[src/multi_channel_timer_regs.svh]
`ifndef MULTI_CHANNEL_TIMER_REGS_SVH
`define MULTI_CHANNEL_TIMER_REGS_SVH
// ==========================================================================
// register byte offsets
`define TMR_RUN      8'h00
`define TMR_PSC      8'h04
`define TMR_CTRL     8'h08
`define TMR_CNT0     8'h0C
`define TMR_ICR0     8'h10
`define TMR_CNT1     8'h14
`define TMR_GR1      8'h18
`define TMR_CNT2     8'h1C
`define TMR_CYC      8'h20
`define TMR_BUF      8'h24
`define TMR_DUTY     8'h28
`define TMR_ONE_SHOT_DOWN_COUNTER     8'h2C
`define TMR_DSTART   8'h30
`define TMR_FLAGS    8'h34
`define TMR_DFLAG    8'h38
`define TMR_STATUS   8'h3C
// ==========================================================================
// control field positions
`define CTRL_CLR1    0
`define CTRL_CAPMODE 1
`define CTRL_LINK    2
`define CTRL_ITVE    4
`define CTRL_ITVAD   8
`define ITV_LSB      10
`define ITV_BITS     4
// ==========================================================================
// flag positions
`define FLG_CAP0     0
`define FLG_MATCH1   1
`define FLG_WRAP1    2
`define FLG_CYC2     3
// ==========================================================================
// reset values
`define RST_PSC      8'h00
`define RST_WORD     16'h0000
`endif

[src/multi_channel_timer_pkg.sv]
package multi_channel_timer_pkg;
  // ========================================================================
  // one-shot down-counter state
  typedef enum logic [1:0] {
    OS_IDLE = 2'b01,
    OS_RUN  = 2'b10
  } os_state_t;

  // ========================================================================
  // complete register state of the timer
  typedef struct packed {
    logic [7:0]  pre_cnt;
    logic [7:0]  psc;
    logic [2:0]  run;
    logic [11:0] ctrl;
    logic [15:0] cnt0;
    logic [15:0] icr0;
    logic [15:0] cnt1;
    logic [15:0] gr1;
    logic [15:0] cnt2;
    logic [15:0] cyc;
    logic [15:0] duty_buf;
    logic [15:0] duty;
    logic [15:0] one_shot_down_counter;
    os_state_t   os;
    logic        osp;
    logic        cmp_out;
    logic        pwm_out;
    logic [3:0]  flags;
    logic [3:0]  farm;
    logic        dflag;
    logic        darm;
    logic        itv_irq;
    logic        ad_start;
    logic        stby_d;
    logic [15:0] rd_data;
  } tmr_state_t;
endpackage

[src/multi_channel_timer.sv]
`timescale 1ns/10ps
`include "multi_channel_timer_regs.svh"
// Behaviour
// capture loses to same-cycle GR write, flag sets
// counter write beats increment in that cycle
// write beats overflow clear, wrap flag sets
// event setting flag beats zero-write clear
// duty write colliding with transfer stores OR
// software updates duty only via buffer; here TMR_DUTY writes also load duty directly
// DMA clear beats flag setting event
// DMA clear applies every cycle it is held
// zero-write halts down-counter at next underflow
// start from zero: no pulse, flag still sets
// capture works whether counter runs or not
// underflow halt discards same-cycle counter write
// underflow beats same-cycle start bit write
// software sets prescale and modes before start
// software reads flag before zero write
// first match after zero start may lag
// run clear only stops counting, outputs hold
// interval bits 10-13 rising edge raise requests
// DMA auto clear only for timer space
// repeat event voids down-flag zero write
// standby clears regs, channel-1 output after exit
module multi_channel_timer
  import multi_channel_timer_pkg::*;
(
  // clock and reset
  input  wire logic        CLK_I,
  input  wire logic        RST_B_I,
  // register port
  input  wire logic [7:0]  ADDR_I,
  input  wire logic [15:0] WDATA_I,
  input  wire logic        WR_I,
  input  wire logic        RD_I,
  output logic      [15:0] RDATA_O,
  // capture pins
  input  wire logic        CAP0_I,
  input  wire logic        CAP1_I,
  // dma flag clear and standby
  input  wire logic [3:0]  DMA_CLR_I,
  input  wire logic        STBY_I,
  // timer outputs
  output logic             CMP1_O,
  output logic             PWM_O,
  output logic             OSP_O,
  output logic             ITV_IRQ_O,
  output logic             AD_START_O
);

  // ========================================================================
  // capture pin synchronisers
  logic [2:0] cap0_sy_ff;
  logic [2:0] cap1_sy_ff;
  logic       cap0_ev;
  logic       cap1_ev;

  always_ff @(posedge CLK_I or negedge RST_B_I) begin
    if (!RST_B_I) begin
      cap0_sy_ff <= 3'h0;
      cap1_sy_ff <= 3'h0;
    end else begin
      cap0_sy_ff <= {cap0_sy_ff[1:0], CAP0_I};
      cap1_sy_ff <= {cap1_sy_ff[1:0], CAP1_I};
    end
  end

  assign cap0_ev = cap0_sy_ff[1] & ~cap0_sy_ff[2];
  assign cap1_ev = cap1_sy_ff[1] & ~cap1_sy_ff[2];

  // ========================================================================
  // timer state
  tmr_state_t st_ff;
  tmr_state_t nxt_st;
  logic       tick;
  logic       wr_cnt0;
  logic       wr_cnt1;
  logic       wr_gr1;
  logic       wr_cnt2;
  logic       wr_duty;
  logic       wr_one_shot_down_counter;
  logic       wr_dstart;
  logic       wr_flags;
  logic       wr_dflag;
  logic       capmode;
  logic       match1;
  logic       ovf1;
  logic       cyc_m;
  logic       duty_m;
  logic       unf;
  logic       ds_start;
  logic       stby_in;
  logic [3:0] ev;

  always_comb begin
    nxt_st          = st_ff;
    nxt_st.itv_irq  = 1'b0;
    nxt_st.ad_start = 1'b0;
    nxt_st.rd_data  = `RST_WORD;
    wr_cnt0   = WR_I && (ADDR_I == `TMR_CNT0);
    wr_cnt1   = WR_I && (ADDR_I == `TMR_CNT1);
    wr_gr1    = WR_I && (ADDR_I == `TMR_GR1);
    wr_cnt2   = WR_I && (ADDR_I == `TMR_CNT2);
    wr_duty   = WR_I && (ADDR_I == `TMR_DUTY);
    wr_one_shot_down_counter   = WR_I && (ADDR_I == `TMR_ONE_SHOT_DOWN_COUNTER);
    wr_dstart = WR_I && (ADDR_I == `TMR_DSTART);
    wr_flags  = WR_I && (ADDR_I == `TMR_FLAGS);
    wr_dflag  = WR_I && (ADDR_I == `TMR_DFLAG);
    capmode   = st_ff.ctrl[`CTRL_CAPMODE];
    stby_in   = STBY_I && !st_ff.stby_d;
    // prescaler tick
    tick = (st_ff.pre_cnt == st_ff.psc);
    nxt_st.pre_cnt = tick ? 8'h00 : st_ff.pre_cnt + 8'h01;
    // plain configuration writes
    if (WR_I) begin
      case (ADDR_I)
        `TMR_RUN:  nxt_st.run      = WDATA_I[2:0];
        `TMR_PSC:  nxt_st.psc      = WDATA_I[7:0];
        `TMR_CTRL: nxt_st.ctrl     = WDATA_I[11:0];
        `TMR_CYC:  nxt_st.cyc      = WDATA_I;
        `TMR_BUF:  nxt_st.duty_buf = WDATA_I;
        default:   nxt_st.ctrl     = st_ff.ctrl;
      endcase
    end
    // channel 0 counter and interval detection
    if (wr_cnt0) begin
      nxt_st.cnt0 = WDATA_I;
    end else if (st_ff.run[0] && tick) begin
      nxt_st.cnt0 = st_ff.cnt0 + 16'h0001;
    end
    for (int b = 0; b < `ITV_BITS; b++) begin
      if (!st_ff.cnt0[`ITV_LSB + b] && nxt_st.cnt0[`ITV_LSB + b]) begin
        if (st_ff.ctrl[`CTRL_ITVE + b]) begin
          nxt_st.itv_irq = 1'b1;
        end
        if (st_ff.ctrl[`CTRL_ITVAD + b]) begin
          nxt_st.ad_start = 1'b1;
        end
      end
    end
    ev = 4'h0;
    if (cap0_ev) begin
      nxt_st.icr0 = st_ff.cnt0;
      ev[`FLG_CAP0] = 1'b1;
    end
    // channel 1 compare or capture
    match1 = st_ff.run[1] && tick && !capmode && (st_ff.cnt1 == st_ff.gr1);
    ovf1   = st_ff.run[1] && tick && (st_ff.cnt1 == 16'hFFFF);
    if (wr_cnt1) begin
      nxt_st.cnt1 = WDATA_I;
    end else if (match1 && st_ff.ctrl[`CTRL_CLR1]) begin
      nxt_st.cnt1 = `RST_WORD;
    end else if (st_ff.run[1] && tick) begin
      nxt_st.cnt1 = st_ff.cnt1 + 16'h0001;
    end
    ev[`FLG_WRAP1] = ovf1;
    ev[`FLG_MATCH1] = match1 || (capmode && cap1_ev);
    if (match1) begin
      nxt_st.cmp_out = 1'b1;
    end
    if (wr_gr1) begin
      nxt_st.gr1 = WDATA_I;
    end else if (capmode && cap1_ev) begin
      nxt_st.gr1 = st_ff.cnt1;
    end
    // channel 2 pwm with duty buffer
    cyc_m  = st_ff.run[2] && tick && (st_ff.cnt2 == st_ff.cyc);
    duty_m = st_ff.run[2] && tick && (st_ff.cnt2 == st_ff.duty);
    if (wr_cnt2) begin
      nxt_st.cnt2 = WDATA_I;
    end else if (cyc_m) begin
      nxt_st.cnt2 = `RST_WORD;
    end else if (st_ff.run[2] && tick) begin
      nxt_st.cnt2 = st_ff.cnt2 + 16'h0001;
    end
    if (cyc_m && wr_duty) begin
      nxt_st.duty = st_ff.duty_buf | WDATA_I;
    end else if (cyc_m) begin
      nxt_st.duty = st_ff.duty_buf;
    end else if (wr_duty) begin
      nxt_st.duty = WDATA_I;
    end
    if (cyc_m) begin
      nxt_st.pwm_out = 1'b1;
    end else if (duty_m) begin
      nxt_st.pwm_out = 1'b0;
    end
    ev[`FLG_CYC2] = cyc_m;
    // one-shot down-counter
    unf = (st_ff.os == OS_RUN) && tick && (st_ff.one_shot_down_counter == `RST_WORD);
    ds_start = (wr_dstart && WDATA_I[0]) ||
               (match1 && st_ff.ctrl[`CTRL_LINK]);
    case (st_ff.os)
      OS_IDLE: begin
        if (ds_start) begin
          nxt_st.os  = OS_RUN;
          nxt_st.osp = (st_ff.one_shot_down_counter != `RST_WORD);
        end
      end
      OS_RUN: begin
        if (unf) begin
          nxt_st.os  = OS_IDLE;
          nxt_st.osp = 1'b0;
        end
      end
      default: begin
        nxt_st.os  = OS_IDLE;
        nxt_st.osp = 1'b0;
      end
    endcase
    if (unf) begin
      nxt_st.one_shot_down_counter = `RST_WORD;
    end else if (wr_one_shot_down_counter) begin
      nxt_st.one_shot_down_counter = WDATA_I;
    end else if ((st_ff.os == OS_RUN) && tick) begin
      nxt_st.one_shot_down_counter = st_ff.one_shot_down_counter - 16'h0001;
    end
    // channel flags: dma clear, then event, then software clear
    for (int i = 0; i < 4; i++) begin
      if (DMA_CLR_I[i]) begin
        nxt_st.flags[i] = 1'b0;
        nxt_st.farm[i]  = 1'b0;
      end else if (ev[i]) begin
        nxt_st.flags[i] = 1'b1; // event sets flag
      end else if (wr_flags && !WDATA_I[i] && st_ff.farm[i]) begin
        nxt_st.flags[i] = 1'b0;
        nxt_st.farm[i]  = 1'b0;
      end
    end
    // down-counter flag: repeat event disarms the clear
    if (unf) begin
      nxt_st.dflag = 1'b1;
      if (st_ff.dflag) begin
        nxt_st.darm = 1'b0;
      end
    end else if (wr_dflag && !WDATA_I[0] && st_ff.darm) begin
      nxt_st.dflag = 1'b0;
      nxt_st.darm  = 1'b0;
    end
    // register reads
    if (RD_I) begin
      case (ADDR_I)
        `TMR_RUN:    nxt_st.rd_data = {13'h0000, st_ff.run};
        `TMR_PSC:    nxt_st.rd_data = {8'h00, st_ff.psc};
        `TMR_CTRL:   nxt_st.rd_data = {4'h0, st_ff.ctrl};
        `TMR_CNT0:   nxt_st.rd_data = st_ff.cnt0;
        `TMR_ICR0:   nxt_st.rd_data = st_ff.icr0;
        `TMR_CNT1:   nxt_st.rd_data = st_ff.cnt1;
        `TMR_GR1:    nxt_st.rd_data = st_ff.gr1;
        `TMR_CNT2:   nxt_st.rd_data = st_ff.cnt2;
        `TMR_CYC:    nxt_st.rd_data = st_ff.cyc;
        `TMR_BUF:    nxt_st.rd_data = st_ff.duty_buf;
        `TMR_DUTY:   nxt_st.rd_data = st_ff.duty;
        `TMR_ONE_SHOT_DOWN_COUNTER:   nxt_st.rd_data = st_ff.one_shot_down_counter;
        `TMR_DSTART: nxt_st.rd_data = {15'h0000, st_ff.os == OS_RUN};
        `TMR_FLAGS: begin
          nxt_st.rd_data = {12'h000, st_ff.flags};
          nxt_st.farm = nxt_st.farm | (st_ff.flags & nxt_st.flags);
        end
        `TMR_DFLAG: begin
          nxt_st.rd_data = {15'h0000, st_ff.dflag};
          nxt_st.darm = st_ff.dflag & nxt_st.dflag;
        end
        `TMR_STATUS: nxt_st.rd_data = {12'h000, st_ff.osp, st_ff.pwm_out,
                                       st_ff.cmp_out, st_ff.os == OS_RUN};
        default:     nxt_st.rd_data = `RST_WORD;
      endcase
    end
    // software standby
    if (stby_in) begin
      nxt_st         = '0;
      nxt_st.psc     = `RST_PSC;
      nxt_st.os      = OS_IDLE;
      nxt_st.cmp_out = st_ff.cmp_out;
    end else if (!STBY_I && st_ff.stby_d) begin
      nxt_st.cmp_out = 1'b0;
    end
    nxt_st.stby_d = STBY_I;
  end

  always_ff @(posedge CLK_I or negedge RST_B_I) begin
    if (!RST_B_I) begin
      st_ff     <= '0;
      st_ff.psc <= `RST_PSC;
      st_ff.os  <= OS_IDLE;
    end else begin
      st_ff <= nxt_st;
    end
  end

  // ========================================================================
  // outputs
  assign RDATA_O    = st_ff.rd_data;
  assign CMP1_O     = st_ff.cmp_out;
  assign PWM_O      = st_ff.pwm_out;
  assign OSP_O      = st_ff.osp;
  assign ITV_IRQ_O  = st_ff.itv_irq;
  assign AD_START_O = st_ff.ad_start;
endmodule // multi_channel_timer

[config.mk]
export PLATFORM = sky130hd
export DESIGN_NAME = multi_channel_timer
export DESIGN_NICKNAME = d
export VERILOG_FILES = /design/src/multi_channel_timer_pkg.sv /design/src/multi_channel_timer.sv
export VERILOG_INCLUDE_DIRS = /design/src
export SDC_FILE = /design/constraint.sdc
export NUM_CORES = 1
export LEC_CHECK = 0
export BUFFER_PORTS_ARGS = -buffer_cell sky130_fd_sc_hd__buf_2
export CORE_MARGIN = 8
export CORE_UTILIZATION = 50
export CTS_CLUSTER_SIZE = 28
export DETAILED_ROUTE_END_ITERATION = 16
export HOLD_SLACK_MARGIN = 0.15
export PLACE_DENSITY = 0.71
export SLEW_MARGIN = 20
export SYNTH_ARGS = -nofsm -noshare
export SYNTH_HDL_FRONTEND = slang
export SYNTH_SLANG_ARGS = --single-unit
[constraint.sdc]
create_clock -name CLK_I -period 6.2 [get_ports CLK_I]
set_input_delay 0.62 -clock CLK_I [delete_from_list [all_inputs] [get_ports CLK_I]]
set_output_delay 0.62 -clock CLK_I [all_outputs]
set_load 0.01 [all_outputs]
Yosys cells after proc, flatten, opt, wreduce, memory -nomap -nowiden

Cells that the tools add are included.

Bits in latches: 0
Memory bits (writable): 0
Memory bits (read-only): 0
Input port bits: 35
Memories: 0
Bits in registers: 215

Divide/modulo/power cells: 0
Reduce and logical (&&, ||, !) cells: 78
Equal/unequal tests: 24
Bitwise logic cells: 9
$mul: 0
Multiplexer cells: 80
Shift operators: 0
Order comparisons: 0
Add/subtract/negate cells: 5

Operators by type and width:

| cell                  | number |
|---|---|
| $mux 16               | 20 |
| $pmux 16 s16          | 1 |
| $mux 178              | 1 |
| $eq 8x6->1 const B    | 8 |
| $add 16x1->16 const B | 3 |
| $eq 16x16->1          | 3 |
| $logic_and 1x1->1     | 40 |
| $mux 1                | 40 |
| $eq 8x5->1 const B    | 4 |
| $mux 32               | 1 |
| $mux 30               | 1 |
| $mux 23               | 1 |
| $eq 16x16->1 const B  | 1 |
| $eq 8x4->1 const B    | 2 |
| $logic_not 16->1      | 1 |
| $mux 8                | 2 |
| $or 16x16->16         | 1 |
| $reduce_bool 16->1    | 1 |
| $reduce_bool 2->1     | 8 |
| $reduce_bool 4->1     | 4 |
| $sub 16x1->16 const B | 1 |
| $reduce_and 2->1      | 7 |
| $mux 12               | 1 |
| $mux 2                | 6 |
| other kinds (17)      | 38 |

Depth between registers and ports, before layout

Depth in word-level cells: 13
Depth in mapped cells: 10
Mapped depth without buffers: 8

Least setup slack after synthesis

No wires, ideal clock.

Path type: input to register
From: input ADDR_I[3]
To: register st_ff[65] (netlist bit)
Data required time: 6.064 ns
Arrival: 2.232 ns
Cell stages on the path: 10
Library setup time: 0.136 ns
Slack: 3.832 ns
Buffers on the path: 4
Path through: buf_2 > or4b_1 > clkbuf_1 > nor2b_2 > and2_1 > buf_2 > a21oi_2 > buf_2 > nand2_1 > a21oi_1

Longest elaborated chain between the ends: 5

Ends and longest elaborated chain:

| element               | RTL line                   | source |
|---|---|---|
| from (decl)           | multi_channel_timer.sv:32  | `input wire logic [7:0] ADDR_I,` |
| $eq 8x6->1 (*)        | -                          |  |
| $logic_and 1x1->1 (*) | multi_channel_timer.sv:104 | `` wr_duty = WR_I && (ADDR_I == `TMR_DUTY); `` |
| $logic_and 1x1->1     | multi_channel_timer.sv:176 | `if (cyc_m && wr_duty) begin` |
| $mux 16               | multi_channel_timer.sv:176 |  |
| $mux 178              | multi_channel_timer.sv:270 | `if (stby_in) begin` |
| to (signal assigned)  | multi_channel_timer.sv:287 | `st_ff <= nxt_st;` |
| to (decl)             | multi_channel_timer.sv:73  | `tmr_state_t st_ff;` |

Mark *: on every way between the ends. The rest lies on a longest branch, timed or not.
A chain may end at the register's enable or synchronous reset.

Worst setup path in the final report

From: register st_ff[205] (netlist bit)
To: register st_ff[102] (netlist bit)

Longest elaborated chain between the ends: 6

Ends and longest elaborated chain:

| element               | RTL line                                               | source |
|---|---|---|
| $eq 8x8->1 (*)        | multi_channel_timer.sv:112                             | `tick = (st_ff.pre_cnt == st_ff.psc);` |
| $logic_and 1x1->1 (*) | multi_channel_timer.sv:167, multi_channel_timer.sv:173 |  |
| $logic_and 1x1->1     | multi_channel_timer.sv:167                             | `cyc_m = st_ff.run[2] && tick && (st_ff.cnt2 == st_ff.cyc);` |
| $mux 16               | multi_channel_timer.sv:171                             | `end else if (cyc_m) begin` |
| $mux 16               | multi_channel_timer.sv:169                             | `if (wr_cnt2) begin` |
| $mux 178              | multi_channel_timer.sv:270                             |  |

Marks and branches as above.

==> flow_summary.rst <==
.. list-table::
   :header-rows: 1

   * - Metric
     - Value
   * - Status
     - completed
   * - Crit path max-delay cell type
     - sky130_fd_sc_hd__and2_1
   * - Count of final max-slew check failures
     - 0
   * - Maximum number of pins on one net before global-route repair
     - 157
   * - Die ar.
     - ~32,000 µm²
   * - Std-Cell Core Area
     - 25,800 µm²
   * - Fillcell total
     - ~2,400
   * - Met2 Resource Use GR
     - 44.8%
   * - Fmax achieved
     - approximately 300 MHz
   * - Final core utilization
     - a little over half
   * - Overall via count from detail_route
     - 12,400
   * - Post-route insts no fill
     - roughly 1,800
   * - Slew at the pin with the worst max-slew slack
     - between 1 and 1.5 ns
   * - Flops & latches, synth
     - 215
   * - VDD IR-drop max
     - around 630 µV
   * - Number of nets produced by synthesis
     - about 1,600
   * - Data arrival at the endpoint of the critical path
     - 3.80 ns
   * - Crit path capture type
     - flop
   * - Setup Crit Path Kind
     - flop to flop
   * - Minimum hold slack
     - approximately 0.11 ns
   * - Worst min-delay path class
     - input port to async pin
   * - CTS Root Cell
     - sky130_fd_sc_hd__clkbuf_16
   * - Count of pins on the block boundary
     - 56
   * - Number of warning messages in the yosys log
     - 0
   * - Count of TritonRoute iterations in the first routing pass
     - 6
   * - Remaining antenna violation count after routing
     - 0
   * - Number of buffer and inverter instances along the worst setup path
     - 0
   * - CP delay by family, top
     - simple AND/OR/NAND/NOR gates
   * - Number of enable-type register cells in the synthesized netlist
     - 0
   * - DRC violation total after the first TritonRoute iteration
     - about 1,700
   * - Final worst path period share
     - between 50 and 60%
   * - CP Max Fanout
     - 28
   * - Remaining DRCs
     - 0
   * - Most Used Layer, Global Route
     - met2
   * - Total of buffers placed on input and output ports
     - between 50 and 60
   * - Required time of the worst setup path
     - between 6 and 7 ns
   * - Leakage power of the design
     - around 5.9 nW
   * - DIE HEIGHT
     - 178 µm
   * - Max transition margin
     - between 20% and 30%
   * - Distinct cell type count after synthesis
     - 88
   * - DRT Wirelength
     - 48.8 mm
   * - Count of H-tree levels built during CTS
     - 1
   * - Cell area after layout
     - 14,200 µm²
   * - Cells resized by post-CTS repair
     - 0
   * - Gate count of the mapped netlist
     - 1,512
   * - Initial cell density of the core
     - about half
   * - Routed wirelength normalized by instance count
     - about 27 µm
   * - Count of maximum capacitance violations
     - 0
   * - Shortest period the worst path allows
     - around 3.4 ns
   * - Total gr overflow
     - 0
   * - Number of global-route vias before repair
     - approximately 12,000
   * - Critical path startpoint category
     - flop
   * - Layout area overhead
     - 8.47%
   * - Sequential share of the synthesized area
     - 41.2%
   * - Most used DFF post-synth
     - sky130_fd_sc_hd__dfrtp_1
   * - Area after DPL
     - between 10,000 and 15,000 µm²
   * - Final Worst Setup Slack
     - roughly 2.8 ns
   * - Total Power Consumption
     - between 4 and 5 mW
   * - Total clock sinks
     - about 220
   * - Post-Syn Area
     - 13,100 µm²
   * - Post-layout nets
     - ~1,500
   * - Final count of hold timing violations
     - 0
   * - Hold bufs inserted after CTS
     - 0
   * - Final setup viols
     - 0
   * - Cell total after placement
     - 1,771
   * - Worst slack at placement
     - 2.82 ns
   * - Average size of a mapped cell
     - 8.65 µm²
   * - Antenna violations before repair
     - 2
   * - Cell area power density
     - 287 nW/µm²
   * - Placer's final routability congestion estimate
     - around 1.0
   * - Via density per instance
     - about 6.8
   * - Clock insertion delay at the later pin of the skew report
     - 0.55 ns
   * - Die W
     - approximately 180 µm
   * - Unrepaired setup endpoints after global routing
     - false
   * - Global-route track usage on met1
     - around two fifths
   * - Inserted Clock Buffers
     - 26
   * - Commonest non-fill, non-tap cells in the layout
     - sky130_fd_sc_hd__dfrtp_1, sky130_fd_sc_hd__nand2_1, sky130_fd_sc_hd__a21oi_1
   * - Share of final-layout standard cells stronger than drive strength 1
     - 11.0%
   * - TritonCTS clock tree
     - done
   * - Largest buffer count on any clock path
     - 3
   * - Post-CTS clock slew at the launch and capture registers of the worst setup and hold paths
     - 0.06 ns
   * - Worst path max stage delay
     - between 1 and 1.5 ns
   * - Global-route met3 utilization
     - 8.00%
   * - Fraction of synthesis flops using an asynchronous set or reset pin
     - 100%
   * - Sum of net half-perimeters after detailed placement
     - around 34 mm
   * - Total setup buffers inserted after CTS
     - 0
   * - Cell Chain, Critical Path
     - xnor2_1 > nand4_2 > nor3_4 > and2_1 > o31ai_1 > a221o_1
   * - Total global-route track usage
     - a little under a third
   * - Number of core rows
     - 59
   * - Summed negative setup slack over all endpoints
     - 0 ns
   * - Clock Skews
     - about 0.020 ns
   * - First-pass GRT wire length
     - roughly 74 mm
-- area by class of cell --
class | count | area, µm² | area share [%]
Antenna cell | 1 | 2.50 | 0.0176
Clock buffer | 37 | 773 | 5.45
Clock inverter | 11 | 189 | 1.33
Inverter | 17 | 63.8 | 0.450
Multi-Input combinational cell | 1134 | 6950 | 49.0
Sequential cell | 215 | 5380 | 37.9
Tap cell | 335 | 419 | 2.95
Timing Repair Buffer | 70 | 410 | 2.89
-- synthesized netlist by cell type, drive strengths merged (39+ instances only) --
cell	number	area share, %
nand3	69	2.7
a21oi	157	6.0
clkbuf	99	2.9
mux2i	42	3.2
nand2	214	6.1
buf	46	2.3
a22oi	39	2.2
nor2	125	3.6
dfrtp	214	41
o21ai	62	2.4
xnor2	48	3.2
nor3	41	1.8
-- metal layers --
metal  share of wire (%)  vias to the layer above  wire (µm)
met2                  43                      843      20900
met5                   0                        -          0
met4                 5.4                        0       2630
li1                    -                     5351          -
met3                  12                      179       6040
met1                  39                     6014      19200
-- cell families after synthesis --
family | Yosys count | synth area share (%)
AND/OR/NAND/NOR | 587 | 22.4
flip-flops | 215 | 41.2
multiplexers | 53 | 4.42
buffers and inverters | 163 | 5.80
adder cells (fa/ha/maj) | 5 | 0.478
AO/OA/AOI/OAI | 408 | 20.3
XOR/XNOR | 81 | 5.42
-- sequential cells by signal (all words and copies together) (netlist names) --
| register | count |
|---|---|
| capmode | 1 |
| cap0_sy_ff | 3 |
| PWM_O | 1 |
| ITV_IRQ_O | 1 |
| OSP_O | 1 |
| AD_START_O | 1 |
| CMP1_O | 1 |
| RDATA_O | 16 |
| st_ff | 187 |
| cap1_sy_ff | 3 |
-- power breakdown --
| group | switching [mW] | internal, mW | total [mW] |
|---|---|---|---|
| sequential | 0.0860 | 1.45 | 1.54 |
| combinational | 0.563 | 0.275 | 0.838 |
| clock | 0.625 | 1.07 | 1.70 |
-- final timing paths --
kind	from	slack (ns)	depth (start not counted)	to
hold / removal	RST_B_I	0.11	1	st_ff[106]
hold reg to reg	cap1_sy_ff[0]	0.35	0	cap1_sy_ff[1]
min in group CLK_I	CAP1_I	0.18	1	cap1_sy_ff[0]
setup / recovery	st_ff[205]	2.82	6	st_ff[102]
setup reg to reg	st_ff[205]	2.82	6	st_ff[102]
max in group asynchronous	RST_B_I	4.65	2	st_ff[19]
Note: power is estimated with default switching activity, not from simulation.
